`src/rbk_params.svh`:
```
`ifndef RBK_PARAMS_SVH
`define RBK_PARAMS_SVH
`define RBK_ADDR_W     4
`define RBK_DATA_W     8
`define RBK_OFF_BACKUP 4'h0
`define RBK_OFF_INTCTL 4'h1
`define RBK_OFF_STATUS 4'h2
`define RBK_OFF_MASK   4'h3
`define RBK_OFF_POWER  4'h4
`define RBK_OFF_ALARM0 4'h8
`define RBK_NUM_FIELDS 6
`define RBK_BIT_SWSEL  0
`define RBK_BIT_INHIB  1
`define RBK_BIT_ALARM0_EN 5
`define RBK_BIT_REPEAT 7
`define RBK_FIELD_EN   7
`define RBK_EV_ALARM   0
`define RBK_EV_BACKUP  1
`define RBK_CLK_NS     8
`define RBK_PULSE_NS   1000
`define RBK_PULSE_CYC  (`RBK_PULSE_NS / `RBK_CLK_NS)
`endif

```
`src/rbk_pkg.sv`:
```
package rbk_pkg;
  // {inhibit, switch-select}
  typedef enum logic [1:0] {
    RBK_MODE_A = 2'b00,
    RBK_MODE_B = 2'b01,
    RBK_MODE_C = 2'b10,
    RBK_MODE_D = 2'b11
  } rbk_mode_t;
  // Index 0 sec, 1 min, 2 hour, 3 date, 4 month, 5 weekday
  typedef logic [5:0][6:0] rbk_time_t;
  typedef logic [5:0][7:0] rbk_alarm_t;
  typedef struct packed {
    logic on_battery;
    logic bus_en;
    logic mem_en;
    logic aux_en;
  } rbk_power_t;
  typedef struct packed {
    logic match;
  } rbk_cmp_t;
  typedef struct packed {
    logic       swsel;
    logic       inhib;
    logic       repeat_mode;
    logic       alarm0_enable;
    rbk_alarm_t alarm;
    logic [1:0] status;
    logic [1:0] mask;
    logic [7:0] rdata;
    logic       irq;
    logic       pin_oe;
    logic [15:0] pulse_cnt;
    rbk_power_t power;
    logic       lowv_reset;
    logic       was_batt;
  } rbk_top_t;
endpackage

```
`src/rbk_if.sv`:
```
`timescale 1ns/10ps
`default_nettype none
interface rbk_if;
  import rbk_pkg::*;
  rbk_mode_t  mode;
  logic       vdd_ok_reset;
  logic       vdd_ok_bat;
  logic       vdd_ok_trip;
  logic       bat_ok_reset;
  rbk_power_t power;
  rbk_alarm_t alarm;
  rbk_time_t  now;
  logic       tick;
  logic       match;
  modport ctl (output mode, vdd_ok_reset, vdd_ok_bat, vdd_ok_trip,
               bat_ok_reset, alarm, now, tick, input power, match);
  modport pwr (input mode, vdd_ok_reset, vdd_ok_bat, vdd_ok_trip,
               bat_ok_reset, output power);
  modport cmp (input alarm, now, tick, output match);
endinterface
`default_nettype wire

```
`src/rbk_alarm_cmp.sv`:
```
`timescale 1ns/10ps
`default_nettype none
`include "rbk_params.svh"
module rbk_alarm_cmp (
  input  wire logic clock_in,
  input  wire logic rst_b_in,
  rbk_if.cmp        cm
);
  import rbk_pkg::*;
  rbk_cmp_t   state_reg;
  rbk_cmp_t   state_next;
  logic [5:0] en_vec;
  logic [5:0] ok_vec;

  function automatic logic field_hit(input logic [7:0] a,
                                     input logic [6:0] t);
    field_hit = a[`RBK_FIELD_EN] && (a[6:0] == t);
  endfunction

  // Disabled fields are don't-care
  for (genvar i = 0; i < `RBK_NUM_FIELDS; i++)
  begin : g_field
    assign en_vec[i] = cm.alarm[i][`RBK_FIELD_EN];
    assign ok_vec[i] = !en_vec[i] || field_hit(cm.alarm[i], cm.now[i]);
  end

  // Checked only on a time update, so one match per update at most
  always_comb
  begin
    state_next = '0;
    state_next.match = cm.tick && (|en_vec) && (&ok_vec);
  end

  always_ff @(posedge clock_in or negedge rst_b_in)
  begin
    if (!rst_b_in)
      state_reg <= '0;
    else
      state_reg <= state_next;
  end

  assign cm.match = state_reg.match;
endmodule
`default_nettype wire

```
`src/rbk_power_ctl.sv`:
```
`timescale 1ns/10ps
`default_nettype none
module rbk_power_ctl (
  input  wire logic clock_in,
  input  wire logic rst_b_in,
  rbk_if.pwr        pw
);
  import rbk_pkg::*;
  rbk_power_t state_reg;
  rbk_power_t state_next;

  // Supply steering per backup mode
  always_comb
  begin
    state_next = '0;
    unique case (pw.mode)
      RBK_MODE_A, RBK_MODE_C:
      begin
        state_next.on_battery = !pw.vdd_ok_trip;
        state_next.bus_en = pw.vdd_ok_reset && pw.vdd_ok_trip;
        state_next.mem_en = pw.vdd_ok_reset && pw.vdd_ok_trip;
        state_next.aux_en = pw.vdd_ok_trip;
      end
      RBK_MODE_B:
      begin
        state_next.on_battery = !pw.vdd_ok_bat;
        state_next.bus_en = pw.vdd_ok_bat || pw.bat_ok_reset;
        state_next.mem_en = pw.vdd_ok_bat || pw.bat_ok_reset;
        state_next.aux_en = 1'b1;
      end
      RBK_MODE_D:
      begin
        state_next.on_battery = !pw.vdd_ok_bat;
        state_next.bus_en = pw.vdd_ok_bat;
        state_next.mem_en = pw.vdd_ok_bat;
        state_next.aux_en = 1'b1;
      end
    endcase
    // Undervoltage wins over any programmed mode
    if (!pw.vdd_ok_reset)
    begin
      state_next.bus_en = 1'b0;
      state_next.mem_en = 1'b0;
    end
  end

  always_ff @(posedge clock_in or negedge rst_b_in)
  begin
    if (!rst_b_in)
      state_reg <= '0;
    else
      state_reg <= state_next;
  end

  assign pw.power = state_reg;
endmodule
`default_nettype wire

```
`src/rbk_top.sv`:
```
`timescale 1ns/10ps
`default_nettype none
`include "rbk_params.svh"
module rbk_top #(
  parameter logic [15:0] PULSE_CYCLES = 16'(`RBK_PULSE_CYC)
) (
  input  wire logic              clock_in,
  input  wire logic              rst_b_in,
  input  wire logic [3:0]        addr_in,
  input  wire logic [7:0]        wdata_in,
  input  wire logic              wr_in,
  input  wire logic              rd_in,
  output logic [7:0]             rdata_out,
  input  wire rbk_pkg::rbk_time_t time_in,
  input  wire logic              tick_in,
  input  wire logic              vdd_ok_reset_in,
  input  wire logic              vdd_ok_bat_in,
  input  wire logic              vdd_ok_trip_in,
  input  wire logic              bat_ok_reset_in,
  output logic                   irq_out,
  output logic                   irq_pin_out,
  output logic                   irq_pin_oe_out,
  output logic                   on_battery_out,
  output logic                   bus_enable_out,
  output logic                   mem_enable_out,
  output logic                   aux_enable_out,
  output logic                   low_voltage_reset_out
);
  import rbk_pkg::*;
  rbk_top_t   s_reg;
  rbk_top_t   s_next;
  logic [1:0] ev;
  logic       rd_status;
  rbk_if      link ();

  // Control bits and time into the leaf blocks
  assign link.mode = rbk_mode_t'({s_reg.inhib, s_reg.swsel});
  assign link.vdd_ok_reset = vdd_ok_reset_in;
  assign link.vdd_ok_bat = vdd_ok_bat_in;
  assign link.vdd_ok_trip = vdd_ok_trip_in;
  assign link.bat_ok_reset = bat_ok_reset_in;
  assign link.alarm = s_reg.alarm;
  assign link.now = time_in;
  assign link.tick = tick_in;

  rbk_power_ctl u_power (
    .clock_in (clock_in),
    .rst_b_in (rst_b_in),
    .pw       (link.pwr)
  );

  rbk_alarm_cmp u_alarm (
    .clock_in (clock_in),
    .rst_b_in (rst_b_in),
    .cm       (link.cmp)
  );

  assign rd_status = rd_in && (addr_in == `RBK_OFF_STATUS);

  // Events into sticky status
  always_comb
  begin
    ev = 2'b00;
    ev[`RBK_EV_ALARM] = link.match && s_reg.alarm0_enable;
    ev[`RBK_EV_BACKUP] = link.power.on_battery && !s_reg.was_batt;
  end

  // Register file, status, irq pin
  always_comb
  begin
    s_next = s_reg;
    s_next.rdata = 8'h00;
    s_next.was_batt = link.power.on_battery;
    s_next.power = link.power;
    s_next.lowv_reset = !vdd_ok_reset_in;
    if (wr_in)
    begin
      case (addr_in)
        `RBK_OFF_BACKUP:
        begin
          s_next.swsel = wdata_in[`RBK_BIT_SWSEL];
          s_next.inhib = wdata_in[`RBK_BIT_INHIB];
        end
        `RBK_OFF_INTCTL:
        begin
          s_next.repeat_mode = wdata_in[`RBK_BIT_REPEAT];
          s_next.alarm0_enable = wdata_in[`RBK_BIT_ALARM0_EN];
        end
        `RBK_OFF_MASK: s_next.mask = wdata_in[1:0];
        default: ;
      endcase
      for (int i = 0; i < `RBK_NUM_FIELDS; i++)
        if (addr_in == (`RBK_OFF_ALARM0 + 4'(i)))
          s_next.alarm[i] = wdata_in;
    end
    if (rd_in)
    begin
      case (addr_in)
        `RBK_OFF_BACKUP:
        begin
          s_next.rdata[`RBK_BIT_SWSEL] = s_reg.swsel;
          s_next.rdata[`RBK_BIT_INHIB] = s_reg.inhib;
        end
        `RBK_OFF_INTCTL:
        begin
          s_next.rdata[`RBK_BIT_REPEAT] = s_reg.repeat_mode;
          s_next.rdata[`RBK_BIT_ALARM0_EN] = s_reg.alarm0_enable;
        end
        `RBK_OFF_STATUS: s_next.rdata[1:0] = s_reg.status;
        `RBK_OFF_MASK:   s_next.rdata[1:0] = s_reg.mask;
        `RBK_OFF_POWER:  s_next.rdata[4:0] = {s_reg.lowv_reset, s_reg.power};
        default: ;
      endcase
      for (int i = 0; i < `RBK_NUM_FIELDS; i++)
        if (addr_in == (`RBK_OFF_ALARM0 + 4'(i)))
          s_next.rdata = s_reg.alarm[i];
    end
    // Clear on read, but a same-cycle event survives
    s_next.status = (rd_status ? 2'b00 : s_reg.status) | ev;
    s_next.irq = |(s_next.status & s_next.mask);
    // Single mode holds the pin until the flag is read away
    // New mode takes effect with the write, so in single mode the pin follows the flag from that same cycle
    if (!s_next.repeat_mode)
    begin
      s_next.pulse_cnt = 16'h0000;
      s_next.pin_oe = s_next.status[`RBK_EV_ALARM];
    end
    else
    begin
      // Each match with alarm0_enable set restarts a fixed-width low pulse
      if (ev[`RBK_EV_ALARM])
        s_next.pulse_cnt = PULSE_CYCLES;
      else if (s_reg.pulse_cnt != 16'h0000)
        s_next.pulse_cnt = s_reg.pulse_cnt - 16'h0001;
      s_next.pin_oe = (s_next.pulse_cnt != 16'h0000);
    end
  end

  // Reset picks standard mode, alarm off
  always_ff @(posedge clock_in or negedge rst_b_in)
  begin
    if (!rst_b_in)
      s_reg <= '0;
    else
      s_reg <= s_next;
  end

  // Open-drain pin only ever pulls low; board pull-up sets its rail
  assign irq_pin_out = 1'b0;
  assign rdata_out = s_reg.rdata;
  assign irq_out = s_reg.irq;
  assign irq_pin_oe_out = s_reg.pin_oe;
  assign on_battery_out = s_reg.power.on_battery;
  assign bus_enable_out = s_reg.power.bus_en;
  assign mem_enable_out = s_reg.power.mem_en;
  assign aux_enable_out = s_reg.power.aux_en;
  assign low_voltage_reset_out = s_reg.lowv_reset;
endmodule
`default_nettype wire
```
`config.mk`:
```
export PLATFORM = sky130hd
export DESIGN_NAME = rbk_top
export DESIGN_NICKNAME = d
export VERILOG_FILES = /design/src/rbk_pkg.sv /design/src/rbk_if.sv /design/src/rbk_alarm_cmp.sv /design/src/rbk_power_ctl.sv /design/src/rbk_top.sv
export VERILOG_INCLUDE_DIRS = /design/src /design/src/src
export SDC_FILE = /design/constraint.sdc
export NUM_CORES = 1
export LEC_CHECK = 0
export ABC_AREA = 1
export BUFFER_PORTS_ARGS = -buffer_cell sky130_fd_sc_hd__buf_4
export CAP_MARGIN = 20
export CELL_PAD_IN_SITES_DETAIL_PLACEMENT = 0
export CELL_PAD_IN_SITES_GLOBAL_PLACEMENT = 1
export CORE_ASPECT_RATIO = 2
export CORE_MARGIN = 3
export CORE_UTILIZATION = 38
export DETAILED_ROUTE_END_ITERATION = 10
export GPL_ROUTABILITY_DRIVEN = 0
export PLACE_DENSITY_LB_ADDON = 0.1
export SLEW_MARGIN = 30
export SYNTH_ARGS = -nofsm -noshare
export SYNTH_HDL_FRONTEND = slang
export SYNTH_SLANG_ARGS = --single-unit
```
`constraint.sdc`:
```
create_clock -name clock_in -period 2.1 [get_ports clock_in]
set_clock_uncertainty 0.2 [all_clocks]
set_input_delay 0.21 -clock clock_in [delete_from_list [all_inputs] [get_ports clock_in]]
set_output_delay 0.21 -clock clock_in [all_outputs]
set_load 0.01 [all_outputs]
```
Word level (Yosys, flattened, before mapping) --
Cells that the tools add are included.
Cells by class: $add $sub $neg 1, eq/ne operators 19, muxes and demuxes 28, bitwise operators 2, reductions and logical operators 45
Operators by type and width (number):
- $mux 8 | 13
- $mux 50 | 1
- $mux 16 | 3
- $eq 7x7->1 | 6
- $reduce_bool 16->1 | 2
- $eq 4x4->1 const B | 6
- $mux 17 | 1
- $reduce_and 2->1 | 8
- $sub 16x1->16 const B | 1
- $logic_and 1x1->1 | 12
- $pmux 4 s3 | 1
- $logic_not 1->1 | 10
- $mux 2 | 5
- $eq 4x2->1 const B | 2
- $pmux 2 s4 | 1
- $logic_or 1x1->1 | 7
- $reduce_and 6->1 | 1
- $reduce_or 6->1 | 1
- $eq 2x2->1 const B | 2
- $eq 4x1->1 const B | 1
- $eq 4x3->1 const B | 1
- $logic_not 4->1 | 1
- $reduce_or 2->1 | 2
- $mux 3 | 1
- 5 further kinds | 6
Storage, ports and cells: register bits after elaboration 92, input bits 63, output and inout port bits 16, logic and storage cells 121

Depth between registers and ports, before layout --
Gate-level depths: netlist of the first run.
depth after elaboration 9, depth in mapped cells 14, depth with buffers taken out 14

Hierarchy --
From an unflattened synthesis of the first run, not the netlist that was laid out.
Second synthesis, totals: cells, all modules 681, area, all modules 5091.1 sq um
By module, submodules not included:
- rbk_top | instances 1, cells an instance 516, area an instance 4221.5 sq um, sequential area each 2177.1 sq um
- rbk_alarm_cmp | instances 1, cells an instance 152, area an instance 744.5 sq um, sequential area each 25.0 sq um
- rbk_power_ctl | instances 1, cells an instance 13, area an instance 125.1 sq um, sequential area each 75.1 sq um

Worst setup path before layout of the first run --
OpenSTA, ideal clock, no wires.
kind flip-flop to flip-flop, from register s_reg[6] (netlist name), to register s_reg (netlist bit irq_pin_oe_out), setup time 0.116 ns, arrival 1.640 ns, required time 1.784 ns, setup slack 0.143 ns, stages on the path, launching flop included 15, path buffers 1, clock period less this slack 1.957 ns, cells stage by stage dfrtp_1 inv_1 ha_1 nand2_2 nor2_4 nand2_2 buf_6 nand2_4 nand2_1 nor2_2 nand3_1 nor2_1 nand3_1 nand2_1 nand2_1
RTL lines:
- start: declaration | line rbk_top.sv:30 | rbk_top_t s_reg;
- start signal: assignment | line rbk_top.sv:145 | s_reg <= s_next;

==> flow_summary_export.csv, run 1 <==
group,metric,value,unit
detailed_routing,drt_iter0_markers,260,
cells_and_area,multi_input_comb_area,2308,sq um
min_path,whs_path_depth,4,
clocking,cts_made_buffers,9,
floorplan,initial_core_util,39.27,%
cells_and_area,largest_register_ffs,48,
sta,hold_viol_final,0,
floorplan,die_area,14220,sq um
synthesis,synth.distinct_cells,39,
critical_path,reg2reg_depth,12,
run_status,outcome,"complete, no violations",
synthesis,ys_warn_count,0,
global_routing,first_global_vias,4574,
synthesis,seq_area_frac_synth,46.49,%
power,switching_share,36.52,%
synthesis,yosys-top-cells-area,"dfrtp_1, nand2_1, o21ai_0",
placement,placed_area,5673,sq um
floorplan,num_rows,57,
floorplan,coreArea,12340,sq um
clocking,post_cts_buffers,0,
detailed_routing,ant_nets,0,
clocking,cts_buffer_depth,2,
global_routing,track_usage,21.96,%
clocking,h-tree-depth,3,
cells_and_area,antenna_cells,0,
synthesis,synth_nets,672,
global_routing,grt_pass1_wl,23670,um
sta,slew_violations,0,
critical_path,crit_fanout,5,
sta,setup_viol,0,
cells_and_area,drive_gt1_share,22.89,%
sta,finalCritPeriodShare,95.93,%
floorplan,die_x,85.84,um
cells_and_area,nFillCells,1232,
floorplan,pin_count,79,
critical_path,timing.rr.start,"s_reg[15]",
min_path,hp-start,"tick_in",
detailed_routing,wire_per_inst,17.41,um
power,power_frac_comb,36.9,%
power,peakVddDrop,594.5,uV
power,p_seq_share,35.5,%
power,p_total,7.026,mW
critical_path,worstSetupEndpointType,"flop",
clocking,cts_tree,"yes",
critical_path,worstSetupPathType,"reg -> reg",
synthesis,netlist.top_cell.by_area,"dfrtp_1",
synthesis,syn_inst,608,
clocking,clock_latency,0.34,ns
placement,port_buffers,77,
synthesis,synth_area_per_cell,7.968,sq um
sta,fin_crit,2.014,ns
critical_path,r2r_end,"irq_pin_oe_out",
detailed_routing,drt_wl_total,14960,um
detailed_routing,firstDrtPassIters,4,
power,p_int,4.460,mW
detailed_routing,viasPerCell,5.058,
critical_path,cp.required,2.13,ns
synthesis,syn_area,4845,sq um
floorplan,die_y,165.7,um
cells_and_area,final_common_cell,"nand2_1",
sta,fmax,496.4,MHz
critical_path,startpoint_type,"flop",
min_path,min_to,"u_alarm.cm.match",
power,p_clk_share,27.6,%
min_path,min_path_type,"in -> reg",
power,power_density,1139,nW/um^2
cells_and_area,layout_common_cells,"nand2_1, buf_4, dfrtp_1",
flow_run,max_cap_violations,0,
cells_and_area,fin_area,6170,sq um
placement,place_hpwl,11900,um
global_routing,grt_max_degree,34,
clocking,path_clk_slew,0.06,ns
cells_and_area,layout.nets,772,
detailed_routing,vias,4345,
global_routing,grt_overflow_total,0,
cells_and_area,regArea,2253,sq um
cells_and_area,areaGrowthSynthToFinish,27.35,%
detailed_routing,drc_errors,0,
global_routing,antenna_found_initial,0,
critical_path,critPathArrivalTime,2.04,ns
power,switchingPower,2.566,mW
critical_path,r2r_setup_slack,0.09,ns
clocking,root_buffer,"clkbuf_16",
synthesis,synth_seq_cells,90,
power,power.leakage,3.125,nW
synthesis,yosysTopAreaCellShare,46.49,%
clocking,clock_sink_count,90,
worst max-delay path by stage:
stage | from | endpoint | slack [ns] | depth (start not counted)
floorplan | s_reg[6] | irq_pin_oe_out | 0.14 | 14
global placement | s_reg[20] | irq_pin_oe_out | -0.12 | 11
detailed placement | s_reg[20] | irq_pin_oe_out | -0.16 | 11
CTS | s_reg[6] | irq_pin_oe_out | 0.02 | 13
global route | s_reg[7] | irq_pin_oe_out | -0.01 | 13
finish | s_reg[15] | irq_pin_oe_out | 0.09 | 12
metal layers:
metal | up-vias | part of all wire, % | track usage (%)
met5 | - | 0 | 0
li1 | 2157 | - | -
met1 | 2071 | 35 | 21.83
met3 | 30 | 2.2 | 2.485
met2 | 87 | 59 | 42.92
met4 | 0 | 3.9 | 10.75
power by group through the flow:
stage | Combinational, mW | Sequential [mW] | Clock, mW
finish | 2.59 | 2.50 | 1.94
global route | 2.91 | 2.55 | 2.04
CTS | 2.51 | 2.49 | 1.97
detailed placement | 2.43 | 2.51 | 0
global placement | 2.40 | 2.50 | 0
floorplan | 1.55 | 2.41 | 0
synth_stat cells (all sizes together):
cell and count:
a211oi 1, a21oi 25, a22o 2, a31oi 1, a32o 1, and3 1
buf 17, clkbuf 4, conb 1, dfrtp 90, ha 1, inv 55
nand2 173, nand3 24, nand3b 7, nand4 10, nor2 64, nor3 7
nor4 3, o2111ai 1, o211ai 2, o21a 1, o21ai 74, o221ai 1
o22ai 1, or2 1, xnor2 13, xor2 27
cell families (layout without fill, tap and decap cells):
family          after synthesis  count (layout)  synth area share, %
xor+xnor                     40              40                7.231
simple gates                290             291                26.32
flops                        90              90                46.49
buf+inv                      76             179                7.283
other cells                   1               1              0.07741
compound gates              110             110                12.35
fa+ha+maj                     1               1               0.2582
layout make-up:
cell class	instances	share of cell area, %
Clock inverter	5	2.069
Timing Repair Buffer	109	13.95
Clock buffer	10	3.711
Sequential cell	90	36.52
Tap cell	147	2.981
Multi-Input combinational cell	443	37.42
Inverter	55	3.346
worst max-delay path, stage by stage (launching register included):
cell and delay [ns]:
dfrtp_1 0.37, nor2_1 0.24, nand2_1 0.15, nor2_4 0.19, nand2_2 0.15, nand2_1 0.09
nand2_1 0.05, nand2_1 0.07, nand3_1 0.10, nor2_1 0.11, nand3_1 0.07, nand2_1 0.06
nand2_1 0.04
repair_timing:
item,in CTS,in global routing
hold endpoints to repair,101,0
gates cloned,0,1
resized for setup,5,17
setup endpoints to repair,1,1
pin swaps,0,4
hold buffers,7,0
stage by stage:
| stage | utilization [%] | setup slack (ns) | TNS (ns) | instances | hold slack [ns] |
|---|---|---|---|---|---|
| 2_1_floorplan | - | 0.1434 | 0 | 608 | -0.2856 |
| 3_3_place_gp | 45.98 | -0.1173 | -0.1173 | 836 | -0.05151 |
| 3_5_place_dp | 45.98 | -0.1572 | -0.1572 | 836 | -0.04543 |
| 4_1_cts | 49.58 | 0.02159 | 0 | 858 | 0.01418 |
| 5_1_grt | 50.01 | -0.01303 | -0.01303 | 859 | 0.03133 |
| 6_report | 50.01 | 0.08554 | 0 | 859 | 0.02337 |
Power figures use the tool's default switching activity.
==> run 2: changes to the inputs <==
- CORE_MARGIN: 3 -> not set
- SYNTH_HIERARCHICAL: not set -> 1
==> run 2 against run 1 <==
Net effect:
- the flow now finishes with violations (DRC)
- final cell count is 8.1% higher
- combinational power is 3% higher
- global-route usage is 0.98 points higher
- sequential power is 2% higher
- critical path depth stayed put
- largest cell class unchanged
==> flow_summary_export.csv, run 2 <==
group,metric,value,unit
clocking,root_buffer,"clkbuf_16",
synthesis,yosysTopAreaCellShare,44.73,%
synthesis,synth_nets,745,
flow_run,max_cap_violations,0,
detailed_routing,wire_per_inst,16.33,um
critical_path,crit_fanout,8,
floorplan,die_area,13890,sq um
sta,slew_violations,0,
cells_and_area,layout.nets,836,
global_routing,first_global_vias,4603,
cells_and_area,antenna_cells,0,
sta,relSlewSlack,67.29,%
cells_and_area,largest_register_ffs,48,
synthesis,synth_area_per_cell,7.476,sq um
detailed_routing,drc_errors,6,
synthesis,seq_area_frac_synth,44.73,%
synthesis,synth.distinct_cells,35,
sta,setup_tns,0,ns
critical_path,worstSetupEndpointType,"flop",
critical_path,cpMaxStageDelayCell,"dfrtp_1",
clocking,path_clk_slew,0.07,ns
synthesis,ys_top_cells_by_count,"nand2_1, dfrtp_1, inv_1",
clocking,clock_sink_count,91,
clocking,cts_made_buffers,9,
cells_and_area,multi_input_comb_area,2469,sq um
placement,placed_cells,903,
detailed_routing,ant_nets,0,
synthesis,synth_edf_count,0,
sta,worstMarginPinSlew,0.4856,ns
cells_and_area,layout_common_cells,"nand2_1, buf_4, dfrtp_1",
power,power_density,1086,nW/um^2
clocking,clock_latency,0.35,ns
detailed_routing,viasPerCell,4.788,
synthesis,netlist.top_cell.by_area,"dfrtp_1",
power,peakVddDrop,468.6,uV
detailed_routing,drt_wl_total,15170,um
synthesis,synth_most_common_cell,"nand2_1",
cells_and_area,fin_area,6369,sq um
sta,setup_viol,0,
cells_and_area,drive_gt1_share,22.14,%
clocking,h-tree-depth,3,
min_path,min_path_type,"in -> reg",
synthesis,syn_area,5091,sq um
floorplan,num_rows,59,
run_status,outcome,"finished with violations",
detailed_routing,vias,4448,
global_routing,antenna_found_initial,0,
critical_path,worstSetupPathType,"reg -> reg",
synthesis,synth_ff_type,"dfrtp_1",
floorplan,die_x,83.85,um
cells_and_area,regArea,2283,sq um
detailed_routing,drt_iter0_markers,202,
global_routing,track_usage,22.94,%
floorplan,coreArea,13070,sq um
critical_path,cp_cell_sequence,"inv_2, ha_4, nand2_8, nor2_8, nand2_8, buf_4, a21oi_2, nand3_1, nor2_1, nand3_1, nand2_1, nand2_1",
placement,placed_area,5852,sq um
detailed_routing,firstDrtPassIters,9,
global_routing,grt_overflow_total,0,
cells_and_area,final_common_cell,"nand2_1",
power,power.leakage,3.309,nW
placement,place_hpwl,12220,um
synthesis,ys_async_sr_fraction,100.0,%
sta,hold_viol_final,0,
critical_path,max_stage_delay,0.42,ns
synthesis,ys_warn_count,6,
cells_and_area,nFillCells,1338,
critical_path,cp.required,2.13,ns
synthesis,synth_seq_cells,91,
sta,finalCritPeriodShare,92.94,%
cells_and_area,stdcell_count,929,
critical_path,critPathArrivalTime,1.99,ns
global_routing,grt_max_degree,41,
synthesis,syn_inst,681,
power,p_total,6.914,mW
synthesis,yosys-top-cells-area,"dfrtp_1, nand2_1, inv_1",
global_routing,grt_pass1_wl,24010,um
cells_and_area,areaGrowthSynthToFinish,25.09,%
sta,fin_crit,1.952,ns
floorplan,pin_count,79,
run_status,violations,"DRC",
sta,fmax,512.4,MHz
floorplan,initial_core_util,38.96,%
placement,port_buffers,77,
floorplan,die_y,165.7,um
critical_path,startpoint_type,"flop",
clocking,cts_tree,"yes",
clocking,cts_buffer_depth,2,
[run 2: stage by stage]
step / worst slack, ns / util, % / hold slack, ns
2_1_floorplan: 0.1539 / - / -0.2856
3_3_place_gp: 0.05369 / 44.79 / 0.01283
3_5_place_dp: 0.008360 / 44.79 / 0.01172
4_1_cts: 0.0001246 / 47.64 / 0.01713
5_1_grt: -0.01330 / 48.74 / 0.03944
6_report: 0.1482 / 48.74 / 0.01499
[run 2: where the power goes]
part / switching, mW / total, mW / internal (mW)
sequential: 0.407 / 2.55 / 2.14
clock: 0.703 / 1.69 / 0.992
combinational: 1.56 / 2.67 / 1.12
total: 2.67 / 6.91 / 4.25
[run 2: area by class of cell]
class	instances	area share, %
clock buffers	11	3.969
multi-input cells	486	38.76
clock inverters	5	0.9430
repair buffers	102	12.65
well taps	152	2.986
flip-flops and latches	91	35.85
inverters	82	4.833
[run 2: worst max-delay path, delay by kind of cell, from the launching register on]
kind	cells	cell delay (ns)
flip-flops	1	0.42
buffers and inverters	2	0.25
adder cells (fa/ha/maj)	1	0.17
AND/OR/NAND/NOR	8	0.67
AO/OA/AOI/OAI	1	0.14
[run 2: worst paths after layout]
| check | from | to | slack (ns) | cells past startpoint |
|---|---|---|---|---|
| worst max-delay path | s_reg[7] | irq_pin_oe_out | 0.15 | 12 |
| worst min-delay path | wdata_in[0] | s_reg[32] | 0.01 | 3 |
| worst max register to register | s_reg[7] | irq_pin_oe_out | 0.15 | 12 |
| worst min register to register | u_power/pw.power[2] | mem_enable_out | 0.18 | 0 |
| max in group asynchronous | rst_b_in | s_reg[17] | 0.92 | 3 |
| min in group asynchronous | rst_b_in | link.alarm[36] | 0.16 | 2 |
[run 2: cells by family after synthesis]
group	Yosys count	synth area share (%)
other cells	1	0.07366
simple gates	358	30.62
flops	91	44.73
fa+ha+maj	1	0.2457
xor+xnor	29	4.989
buf+inv	104	8.896
compound gates	97	10.45
[run 2: what timing repair did]
action | 4_1_cts | 5_1_grt
resized for setup | 0 | 35
buffers inserted | 0 | 4
hold buffers | 6 | 0
hold endpoints to repair | 45 | 0
setup endpoints to repair | 0 | 1
[run 2: routing by layer]
layer	GRT usage (%)	share of wire [%]
met3	2.441	1.7
met4	9.145	3.0
met2	46.97	60
met5	0	0
met1	22.42	35
